[src/hdl/asprs_defines.svh]
// Timing, field and width constants for the converter serial port
`ifndef ASPRS_DEFINES_SVH
`define ASPRS_DEFINES_SVH
`define ASPRS_CLK_HZ 25000000
`define ASPRS_TIMEOUT_MS 28
`define ASPRS_TIMEOUT_CYC ((`ASPRS_CLK_HZ / 1000) * `ASPRS_TIMEOUT_MS)
`define ASPRS_WORD_BITS 16
`define ASPRS_CNT_W 5
`define ASPRS_TMO_W 20
`define ASPRS_CFG_PULLUP 3
`define ASPRS_CFG_MUX_HI 14
`define ASPRS_CFG_MUX_LO 12
`define ASPRS_CFG_NOP_HI 2
`define ASPRS_CFG_NOP_LO 1
`define ASPRS_NOP_VALID 2'h1
`define ASPRS_CFG_RESET 16'h058b
`define ASPRS_SCLK_DIV 8
`define ASPRS_DIV_W 3
`endif

[src/hdl/asprs_pkg.sv]
// Types shared by both ends of the converter serial port
package asprs_pkg;
  typedef enum logic [1:0] {
    ASPRS_M_IDLE = 2'b00,
    ASPRS_M_SEL = 2'b01,
    ASPRS_M_SHIFT = 2'b10,
    ASPRS_M_DONE = 2'b11
  } asprs_mstate_t;
  typedef enum logic [2:0] {
    ASPRS_MUX_P0_N1 = 3'b000,
    ASPRS_MUX_P0_N3 = 3'b001,
    ASPRS_MUX_P1_N3 = 3'b010,
    ASPRS_MUX_P2_N3 = 3'b011,
    ASPRS_MUX_P0_GND = 3'b100,
    ASPRS_MUX_P1_GND = 3'b101,
    ASPRS_MUX_P2_GND = 3'b110,
    ASPRS_MUX_P3_GND = 3'b111
  } asprs_mux_t;
endpackage : asprs_pkg

[src/hdl/asprs_if.sv]
// Serial link between converter port and its master
`timescale 1ns/1ps
interface asprs_if;
  logic sclk;
  logic cs_n;
  logic din;
  logic dout_o;
  logic dout_oe;
  logic pullup_on;
  logic data_out_ready_n;
  // Wire level: driven, weak high, or floating modelled low
  assign data_out_ready_n = dout_oe ? dout_o : pullup_on;
  modport device (input sclk, input cs_n, input din, input data_out_ready_n, output dout_o, output dout_oe,
    output pullup_on);
  modport host (output sclk, output cs_n, output din, input data_out_ready_n);
endinterface : asprs_if

[src/hdl/asprs_sync.sv]
// Two-flop synchroniser with edge detection after the second flop
`timescale 1ns/1ps
module asprs_sync #(
  parameter logic RST_LEVEL = 1'b0
) (
  input wire logic clk,
  input wire logic rst,
  input wire logic d,
  output logic q,
  output logic rise,
  output logic fall
);
  logic meta;
  logic q_d;
  // Capture chain, first flop read only by second
  always_ff @(posedge clk or posedge rst) begin
    if (rst) begin
      meta <= RST_LEVEL;
      q <= RST_LEVEL;
      q_d <= RST_LEVEL;
    end else begin
      meta <= d;
      q <= meta;
      q_d <= q;
    end
  end
  assign rise = q & ~q_d;
  assign fall = ~q & q_d;
endmodule : asprs_sync

[src/hdl/asprs_device.sv]
// Converter end of the serial port: shift, ready flag, output line control
// Contract
// - Mode 1, serial clock idles low
// - Launch on rising edge, capture on falling
// - Clock low over 28 ms aborts transaction
// - Master keeps clock gaps under 28 ms
// - Weak pullup holds line high when deselected
// - Pullup cleared: line floats when deselected
// - No ready indication while deselected
// - Select falling drives line at once
// - Fresh result waiting drives line low
// - No fresh result drives high, old word
// - Mid-transfer result waits for next select
// - Reads never corrupt regardless of conversion
// - Master shares lines, separate selects
// - Master polls by asserting select
// - Single-ended converts one channel against ground
// - First three inputs against fourth input
// - Pullup enable bit 3, resets high
// - Codes 100 to 111 are single-ended
`timescale 1ns/1ps
`include "asprs_defines.svh"
module asprs_device (
  input wire logic clk,
  input wire logic rst,
  asprs_if.device link,
  input wire logic conv_valid,
  input wire logic [`ASPRS_WORD_BITS-1:0] conv_data,
  output logic [`ASPRS_WORD_BITS-1:0] config_word,
  output logic [2:0] mux_select,
  output logic [1:0] mux_pos_input,
  output logic mux_neg_ground,
  output logic timed_out
);
  logic sclk_s;
  logic sclk_rise;
  logic sclk_fall;
  logic cs_s;
  logic cs_rise;
  logic cs_fall;
  logic din_s;
  logic fresh;
  logic active;
  logic [`ASPRS_WORD_BITS-1:0] result;
  logic [`ASPRS_WORD_BITS-1:0] shift_out;
  logic [`ASPRS_WORD_BITS-1:0] shift_in;
  logic [`ASPRS_CNT_W-1:0] bit_cnt;
  logic [`ASPRS_TMO_W-1:0] low_cnt;
  logic abort;
  logic word_done;
  logic [2:0] mux_route;

  // Synchronised link pins; select chain rests at its idle high
  asprs_sync u_sclk (.clk(clk), .rst(rst), .d(link.sclk), .q(sclk_s), .rise(sclk_rise), .fall(sclk_fall));
  asprs_sync #(.RST_LEVEL(1'b1)) u_cs (.clk(clk), .rst(rst), .d(link.cs_n), .q(cs_s), .rise(cs_rise),
    .fall(cs_fall));
  asprs_sync u_din (.clk(clk), .rst(rst), .d(link.din), .q(din_s), .rise(), .fall());

  // Mux decode: high bit picks ground return
  function automatic logic [2:0] mux_decode(input logic [2:0] code);
    logic [2:0] r;
    r = 3'h0;
    unique case (asprs_pkg::asprs_mux_t'(code))
      asprs_pkg::ASPRS_MUX_P0_N1: r = 3'h0;
      asprs_pkg::ASPRS_MUX_P0_N3: r = 3'h0;
      asprs_pkg::ASPRS_MUX_P1_N3: r = 3'h1;
      asprs_pkg::ASPRS_MUX_P2_N3: r = 3'h2;
      asprs_pkg::ASPRS_MUX_P0_GND: r = 3'h4;
      asprs_pkg::ASPRS_MUX_P1_GND: r = 3'h5;
      asprs_pkg::ASPRS_MUX_P2_GND: r = 3'h6;
      asprs_pkg::ASPRS_MUX_P3_GND: r = 3'h7;
    endcase
    return r;
  endfunction : mux_decode

  // Clock stall watchdog while selected
  assign abort = active & (low_cnt == `ASPRS_TMO_W'(`ASPRS_TIMEOUT_CYC)) & ~sclk_s;
  always_ff @(posedge clk or posedge rst) begin
    if (rst) begin
      low_cnt <= '0;
    end else if (!active || sclk_s) begin
      low_cnt <= '0;
    end else if (low_cnt != `ASPRS_TMO_W'(`ASPRS_TIMEOUT_CYC)) begin
      low_cnt <= low_cnt + `ASPRS_TMO_W'(1);
    end
  end

  // Transaction in progress between select fall and deselect or abort
  always_ff @(posedge clk or posedge rst) begin
    if (rst) begin
      active <= 1'b0;
    end else if (cs_fall) begin
      active <= 1'b1;
    end else if (cs_rise || cs_s) begin
      active <= 1'b0;
    end else if (abort) begin
      active <= 1'b0;
    end
  end

  // Stall flag, cleared by the next select
  always_ff @(posedge clk or posedge rst) begin
    if (rst) begin
      timed_out <= 1'b0;
    end else if (cs_fall) begin
      timed_out <= 1'b0;
    end else if (abort && !cs_s) begin
      timed_out <= 1'b1;
    end
  end

  assign word_done = active & sclk_fall & (bit_cnt == `ASPRS_CNT_W'(`ASPRS_WORD_BITS - 1));

  // Fresh flag: set wins over the clear taken at select fall
  always_ff @(posedge clk or posedge rst) begin
    if (rst) begin
      fresh <= 1'b0;
    end else if (conv_valid) begin
      fresh <= 1'b1;
    end else if (cs_fall && fresh) begin
      fresh <= 1'b0;
    end
  end

  // Latest conversion, kept for repeat reads
  always_ff @(posedge clk or posedge rst) begin
    if (rst) begin
      result <= '0;
    end else if (conv_valid) begin
      result <= conv_data;
    end
  end

  // Shift engine: word frozen at select fall, launch on rise
  always_ff @(posedge clk or posedge rst) begin
    if (rst) begin
      shift_out <= '0;
      bit_cnt <= '0;
    end else if (cs_fall) begin
      shift_out <= (conv_valid ? conv_data : result);
      bit_cnt <= '0;
    end else if (!active) begin
      bit_cnt <= '0;
    end else if (sclk_rise && bit_cnt != '0) begin
      shift_out <= {shift_out[`ASPRS_WORD_BITS-2:0], 1'b0};
    end else if (sclk_fall) begin
      bit_cnt <= word_done ? '0 : bit_cnt + `ASPRS_CNT_W'(1);
    end
  end

  // Capture register, sampled on falling clock
  always_ff @(posedge clk or posedge rst) begin
    if (rst) begin
      shift_in <= '0;
    end else if (active && sclk_fall) begin
      shift_in <= {shift_in[`ASPRS_WORD_BITS-2:0], din_s};
    end
  end

  // Configuration load on full valid word
  always_ff @(posedge clk or posedge rst) begin
    if (rst) begin
      config_word <= `ASPRS_CFG_RESET;
    end else if (word_done && shift_in[`ASPRS_CFG_NOP_HI-1:`ASPRS_CFG_NOP_LO-1] == `ASPRS_NOP_VALID) begin
      config_word <= {shift_in[`ASPRS_WORD_BITS-2:0], din_s};
    end
  end

  // Route decode of the selector field
  assign mux_route = mux_decode(config_word[`ASPRS_CFG_MUX_HI:`ASPRS_CFG_MUX_LO]);

  // Input selector outputs
  always_ff @(posedge clk or posedge rst) begin
    if (rst) begin
      mux_select <= 3'h0;
      mux_pos_input <= 2'h0;
      mux_neg_ground <= 1'b0;
    end else begin
      mux_select <= config_word[`ASPRS_CFG_MUX_HI:`ASPRS_CFG_MUX_LO];
      mux_pos_input <= mux_route[1:0];
      mux_neg_ground <= mux_route[2];
    end
  end

  // Weak pullup follows its configuration bit
  always_ff @(posedge clk or posedge rst) begin
    if (rst) begin
      link.pullup_on <= 1'b1;
    end else begin
      link.pullup_on <= config_word[`ASPRS_CFG_PULLUP];
    end
  end

  // Output line: before first clock shows ready, then data; released when deselected
  always_ff @(posedge clk or posedge rst) begin
    if (rst) begin
      link.dout_o <= 1'b1;
      link.dout_oe <= 1'b0;
    end else begin
      if (cs_fall) begin
        link.dout_oe <= 1'b1;
        link.dout_o <= ~(fresh | conv_valid);
      end else if (!active) begin
        link.dout_oe <= 1'b0;
        link.dout_o <= 1'b1;
      end else if (sclk_rise) begin
        link.dout_o <= (bit_cnt == '0) ? shift_out[`ASPRS_WORD_BITS-1] : shift_out[`ASPRS_WORD_BITS-2];
      end
    end
  end
endmodule : asprs_device

[src/flat_wrapper.sv]
// flat-port wrapper written by rule: the top's interface ports become plain ports
module asprs_device_flat 
  (clk, rst, conv_valid, conv_data, config_word, mux_select, mux_pos_input, mux_neg_ground, timed_out, link_sclk, link_cs_n, link_din, link_dout_o, link_dout_oe, link_pullup_on);
  asprs_if link_i ();
  input wire logic clk;
  input wire logic rst;
  input wire logic conv_valid;
  input wire logic [`ASPRS_WORD_BITS-1:0] conv_data;
  output logic [`ASPRS_WORD_BITS-1:0] config_word;
  output logic [2:0] mux_select;
  output logic [1:0] mux_pos_input;
  output logic mux_neg_ground;
  output logic timed_out;
  input wire logic [$bits(link_i.sclk)-1:0] link_sclk;
  input wire logic [$bits(link_i.cs_n)-1:0] link_cs_n;
  input wire logic [$bits(link_i.din)-1:0] link_din;
  output wire logic [$bits(link_i.dout_o)-1:0] link_dout_o;
  output wire logic [$bits(link_i.dout_oe)-1:0] link_dout_oe;
  output wire logic [$bits(link_i.pullup_on)-1:0] link_pullup_on;
  assign link_i.sclk = link_sclk;
  assign link_i.cs_n = link_cs_n;
  assign link_i.din = link_din;
  assign link_dout_o = link_i.dout_o;
  assign link_dout_oe = link_i.dout_oe;
  assign link_pullup_on = link_i.pullup_on;
  asprs_device u_core (.clk(clk), .rst(rst), .link(link_i), .conv_valid(conv_valid), .conv_data(conv_data), .config_word(config_word), .mux_select(mux_select), .mux_pos_input(mux_pos_input), .mux_neg_ground(mux_neg_ground), .timed_out(timed_out));
endmodule
[config.mk]
export PLATFORM = sky130hd
export DESIGN_NAME = asprs_device_flat
export DESIGN_NICKNAME = d
export VERILOG_FILES = /design/src/hdl/asprs_pkg.sv /design/src/hdl/asprs_if.sv /design/src/hdl/asprs_sync.sv /design/src/hdl/asprs_device.sv /design/src/flat_wrapper.sv
export VERILOG_INCLUDE_DIRS = /design/src /design/src/hdl
export SDC_FILE = /design/constraint.sdc
export NUM_CORES = 1
export LEC_CHECK = 0
export BUFFER_PORTS_ARGS = -buffer_cell sky130_fd_sc_hd__buf_2
export CAP_MARGIN = 20
export CORE_ASPECT_RATIO = 0.7
export CORE_MARGIN = 1
export CORE_UTILIZATION = 41
export CTS_CLUSTER_DIAMETER = 100
export DETAILED_ROUTE_END_ITERATION = 10
export MAX_ROUTING_LAYER = met4
export SETUP_SLACK_MARGIN = 0.15
export SYNTH_ARGS = -nofsm -noshare
export SYNTH_HDL_FRONTEND = slang
export SYNTH_SLANG_ARGS = --single-unit
[constraint.sdc]
create_clock -name clk -period 4.5 [get_ports clk]
set_input_delay 0.9 -clock clk [delete_from_list [all_inputs] [get_ports clk]]
set_output_delay 0.9 -clock clk [all_outputs]
set_load 0.005 [all_outputs]
==> results of run 1 <==
logic make-up (layout without fill, tap and decap cells):
family,count (synthesis),after routing,synth area share
flops,107,107,0.600
simple gates,107,107,0.132
mux,62,62,0.151
compound gates,44,44,0.0588
buf+inv,23,75,0.0276
xor+xnor,10,10,0.0195
fa+ha+maj,4,4,0.0112
critical path, cell delays in order, from the launching register on:
cell and delay, ps:
dfrtp_1 410, and2b_4 320, nand2_4 160, nor4b_4 840, mux2_2 420
worst max-delay path by stage:
stage,startpoint,endpoint,slack (ps),cells after the start
finish,u_core.u_sclk.q,u_core.config_word[11],2230,4
global route,u_core.bit_cnt[0],u_core.config_word[12],2040,4
CTS,u_core.bit_cnt[0],u_core.config_word[11],2180,4
detailed placement,u_core.u_sclk.q,u_core.config_word[12],2190,4
global placement,u_core.u_sclk.q,u_core.config_word[14],2270,4
floorplan,rst,u_core.active,800,1
power groups by stage:
stage | clock network [mW] | logic [mW] | registers (mW)
6_report | 0.920 | 0.143 | 1.08
2_1_floorplan | 0 | 0.113 | 1.08
3_5_place_dp | 0 | 0.144 | 1.10
5_1_grt | 0.984 | 0.165 | 1.09
3_3_place_gp | 0 | 0.141 | 1.10
4_1_cts | 0.947 | 0.145 | 1.08
through the flow:
| step | instances | worst slack [ps] | util | area, µm² |
|---|---|---|---|---|
| 4_1_cts | 540 | 2180 | 0.494 | 5170 |
| 3_3_place_gp | 524 | 2270 | 0.460 | 4820 |
| 6_report | 541 | 2230 | 0.495 | 5190 |
| 3_5_place_dp | 524 | 2190 | 0.460 | 4820 |
| 2_1_floorplan | 357 | 801 | - | 4490 |
| 5_1_grt | 541 | 2040 | 0.495 | 5190 |
registers in the layout (all words and copies together), names as in the netlist:
signal	cells
u_core.u_sclk.meta	1
u_core.active	1
u_core.link.pullup_on	1
u_core.bit_cnt	5
u_core.link.dout_oe	1
u_core.config_word	16
u_core.u_din.q	1
u_core.shift_in	15
u_core.u_din.meta	1
u_core.fresh	1
u_core.u_cs.q_d	1
u_core.u_sclk.q_d	1
u_core.mux_pos_input	2
u_core.mux_neg_ground	1
u_core.mux_select	2
u_core.u_cs.q	1
u_core.link.dout_o	1
u_core.u_cs.meta	1
u_core.low_cnt	20
u_core.result	16
u_core.shift_out	16
u_core.timed_out	1
u_core.u_sclk.q	1
routing by layer:
layer  track usage  share of wire  vias to the layer above
met1         0.206           0.52                     1380
met2         0.230           0.43                       49
li1              -              -                     1346
met5             -              0                        -
met4        0.0519          0.014                        0
met3        0.0365          0.036                       12
layout make-up:
cell class / instances / area [µm²]
sequential: 107 / 2690
tap: 132 / 165
fill: 935 / 5290
multi-input combinational: 227 / 1670
inverter: 9 / 36.3
clock inverter: 6 / 116
timing repair buffer: 50 / 265
clock buffer: 10 / 239
synthesized netlist by cell type, types with 2 or more instances:
cell	number	area (µm²)
buf_6	2	22.5
nand2_1	37	139
and4_1	2	17.5
or4_1	5	37.5
o31ai_1	4	30.0
nor2b_1	4	25.0
buf_2	2	10.0
nand4b_1	2	17.5
nor4b_1	2	17.5
nand3_1	10	50.1
or2_2	2	12.5
dfrtp_1	96	2400
o21ai_1	9	45.0
nand4_1	5	31.3
nor2_1	17	63.8
a21oi_1	9	45.0
ha_1	4	50.1
a41oi_1	2	17.5
and3_1	2	12.5
mux2i_1	17	170
xor2_1	5	43.8
nand2b_1	5	31.3
a31oi_1	2	12.5
mux2_2	44	495
and2_1	2	12.5
xnor2_1	5	43.8
dfstp_2	11	289
o21ai_0	11	55.1
clkbuf_1	7	26.3
inv_1	9	33.8
==> flow_summary.ini, run 1 <==
[power_and_ir_drop]
p_sw_frac = 0.219
p_leak_nw = 2.33
ir_drop_mv = 0.193
sequentialPowerShare = 0.504
p_int_mw = 1.67
power_density_mw_per_mm2 = 413
pwr-share-clk = 0.429
switchingPower_mw = 0.471
power_mw = 2.14
p_comb_frac = 0.067

[sta]
setup_violations = 0
hold_viol = 0
slew_headroom = 0.351
fmax_mhz = 441
finalCritPeriodShare = 0.504
rsz0062_at_grt = false
report.final.slew_viol_count = 0
min_period_ps = 2270
finalClockSkew_ps = 5.29
worst_slew_pin_slew_ps = 970
tns_ps = 0
holdWs_ps = 355

[finish]
final_common_cell = dfrtp_1
n_antenna_cell = 0
drive_gt1_frac = 0.325
synthToLayoutAreaGrowth_pct = 15.6
layout_common_cells = dfrtp_1, buf_2, mux2_2
final_net_count = 430

[global_routing]
grt_pass1_wl_um = 13100
grt.total_usage = 0.153
grt_pass1_vias = 2723
grt_max_degree = 48
antenna_found_initial = 0
grt-ovfl-total = 0

[worst_hold_path]
hold_start = u_core.u_din.meta
min_to = u_core.u_din.q
holdPathStages = 0
hp-class = reg -> reg

[placed_design]
gp_congestion = 0.783
dp_hpwl_um = 4990
portBuffers = 47

[setup_path]
end_kind = flip-flop
critPathLaunchType = flip-flop
r2r_end = u_core.config_word[11]
path_class = reg -> reg
timing.rr.start = u_core.u_sclk.q
rrSetupSlack_ps = 2230
cp_data_required_time_ps = 4730
r2r_cells = 4
cp.arrival_ps = 2500
path_max_fanout = 16

[drt]
first_iter_violations = 160
viasPerCell = 5.15
wl_per_cell_um = 13.9
drc = 0
ant_nets = 0
first_pass_iters = 5
via_count = 2787
drt_wl_total_um = 7510

[clock_network]
worst_setup_hold_path_clk_slew_ps = 70
cts_buffer_depth = 2
htreeDepth = 3
post_cts_buffers = 0
cts_tree = yes
numClockSinks = 107
clk_latency_ps = 340
cts_inserted_buffers = 9
post_cts_resized = 0
hold_buffers = 0
cts_root_buf = clkbuf_16

[yosys]
yosysSeqAreaShare = 0.600
ys_seq_elements = 107
async_reset_ff_frac = 1.00
syn_area_mm2 = 0.00449
yosysUniqueCellTypes = 53
post_synth_inst_count = 357
synth_ff_type = dfrtp_1
synth_warnings = 0
avgSynthCellArea_um2 = 12.6
synth_fp_nets = 383
synth_edf_count = 0

[floorplanning]
start_util = 0.428
fp.coreArea_mm2 = 0.0105
num_rows = 31
fp.dieH_um = 89.5
boundaryPins = 48
dieWidth_um = 127
die_area_mm2 = 0.0114

[job]
drv_cap = 0

[run_status]
status = finished clean
No activity file was read; power rests on OpenSTA's default activity.
==> inputs of run 2 (changes only) <==
==> constraint.sdc (replaced) <==
create_clock -name clk -period 1.8 [get_ports clk]
set_input_delay 0.36 -clock clk [delete_from_list [all_inputs] [get_ports clk]]
set_output_delay 0.36 -clock clk [all_outputs]
set_load 0.005 [all_outputs]
==> run 2 against run 1 <==
  * First-iteration DRC count shrank 1.9%
  * Power is 130% higher
  * Via count is 2.4% higher
  * Critical path depth up 2
  * Sequential cell count unchanged
  * Routed wire length increased by 7.0%
  * Largest power group unchanged
  * Highest routed layer unchanged
==> flow_summary.ini, run 2 (synthesized netlist as in run 1, its figures left out) <==
[run_status]
status = finished clean

[placed_design]
gp_congestion = 0.784
portBuffers = 47
dp_hpwl_um = 5290
pre_cts_ws_ps = 5.12

[worst_hold_path]
hp-class = in -> reg

[clock_network]
numClockSinks = 107
cts_inserted_buffers = 9
worst_setup_hold_path_clk_slew_ps = 70
cts_root_buf = clkbuf_16
htreeDepth = 3
cts_tree = yes
clk_latency_ps = 340
cts_buffer_depth = 2

[finish]
synthToLayoutAreaGrowth_pct = 22.8
drive_gt1_frac = 0.417
postLayoutCoreUtil = 0.526
largest_reg_flops = 20
largest-register = u_core.low_cnt
final_net_count = 462
layout_common_cells = dfrtp_1, buf_2, mux2_2
final_common_cell = dfrtp_1
n_antenna_cell = 0

[power_and_ir_drop]
pwr-share-clk = 0.371
power_density_mw_per_mm2 = 893
p_int_mw = 3.75
ir_drop_mv = 0.493
p_sw_frac = 0.239
sequentialPowerShare = 0.548
switchingPower_mw = 1.18
p_comb_frac = 0.081
p_leak_nw = 2.50

[global_routing]
grt-ovfl-total = 0
grt.total_usage = 0.160
antenna_found_initial = 0
grt_pass1_wl_um = 13700
grt_max_degree = 64
grt_pass1_vias = 2782

[drt]
drt_wl_total_um = 8030
via_count = 2854
ant_nets = 0
first_iter_violations = 157
viasPerCell = 4.98
first_pass_iters = 4
wl_per_cell_um = 14.0
drc = 0

[setup_path]
path_class = reg -> reg
end_kind = flip-flop
cp.arrival_ps = 1940
rrSetupSlack_ps = 80
cp_data_required_time_ps = 2020
path_max_fanout = 8
critPathLaunchType = flip-flop

[floorplanning]
boundaryPins = 48
die_area_mm2 = 0.0114
start_util = 0.428
fp.coreArea_mm2 = 0.0105
fp.dieH_um = 89.5
num_rows = 31
dieWidth_um = 127

[sta]
report.final.slew_viol_count = 0
setup_ws_ps = 76.3
hold_viol = 0
finalCritPeriodShare = 0.958
setup_violations = 0
min_period_ps = 1720
slew_headroom = 0.687
rsz0062_at_grt = true
fmax_mhz = 580
worst_slew_pin_slew_ps = 469
tns_ps = 0
finalClockSkew_ps = 9.11

[job]
drv_cap = 0
[run 2: cell types whose count changed in the layout (fill, tap and decap cells not counted), sizes merged]
cell	before	now
bufinv	3	0
dlygate4sd3	0	1
clkinvlp	0	2
and3	3	4
clkbuf	10	9
buf	50	80
inv	12	11
clkinv	0	3
[run 2: worst paths after layout]
kind / cells past startpoint / startpoint / end
max in group asynchronous: 4 / rst / u_core.u_cs.meta
min in group asynchronous: 3 / rst / u_core.result[1]
setup reg to reg: 6 / u_core.bit_cnt[0] / u_core.shift_out[15]
setup / recovery: 6 / u_core.bit_cnt[0] / u_core.shift_out[15]
hold reg to reg: 0 / u_core.u_cs.meta / u_core.u_cs.q
hold / removal: 1 / link_cs_n / u_core.u_cs.meta
[run 2: power by group through the flow]
stage / registers, mW / logic, mW / clock network [mW]
after floorplan: 2.71 / 0.287 / 0
after global placement: 2.74 / 0.380 / 0
after detailed placement: 2.74 / 0.390 / 0
after CTS: 2.70 / 0.400 / 1.88
after global routing: 2.73 / 0.455 / 1.98
final: 2.70 / 0.399 / 1.82
[run 2: what timing repair did]
item,in CTS,in global routing
pin swaps,2,14
endpoints found under the hold margin,11,0
hold buffers,1,0
gates cloned,1,0
endpoints found under the setup margin,35,42
buffers inserted,5,8
resized for setup,4,22
[run 2: layout make-up]
class                   count  area (µm²)
multi-input cells         228        1800
clock inverters             7        48.8
clock buffers               9         225
well taps                 132         165
inverters                   9        37.5
repair buffers             81         543
flip-flops and latches    107        2690
fillers                   952        4960
[run 2: critical path: stages (launching register included)]
cell	delay, ps
dfrtp_1	400
inv_1	90
ha_1	140
or4b_4	490
and3_4	260
mux2i_1	160
o21ai_1	80
[run 2: metal layers]
metal | global-route usage | wire length [µm] | part of all wire | vias up
met4 | 0.0455 | 82 | 0.010 | 0
met3 | 0.0401 | 273 | 0.034 | 9
met5 | - | 0 | 0 | -
met1 | 0.221 | 4220 | 0.53 | 1396
met2 | 0.235 | 3460 | 0.43 | 40
li1 | - | - | - | 1409
[run 2: metrics by stage]
step / power [mW] / hold slack (ps) / cells / cell area (µm²)
after floorplan: 3.00 / 331 / 357 / 4490
after detailed placement: 3.13 / 347 / 542 / 5000
after global placement: 3.12 / 346 / 542 / 5000
final: 4.92 / 119 / 573 / 5510
after CTS: 4.98 / 105 / 565 / 5350
after global routing: 5.16 / 106 / 573 / 5510
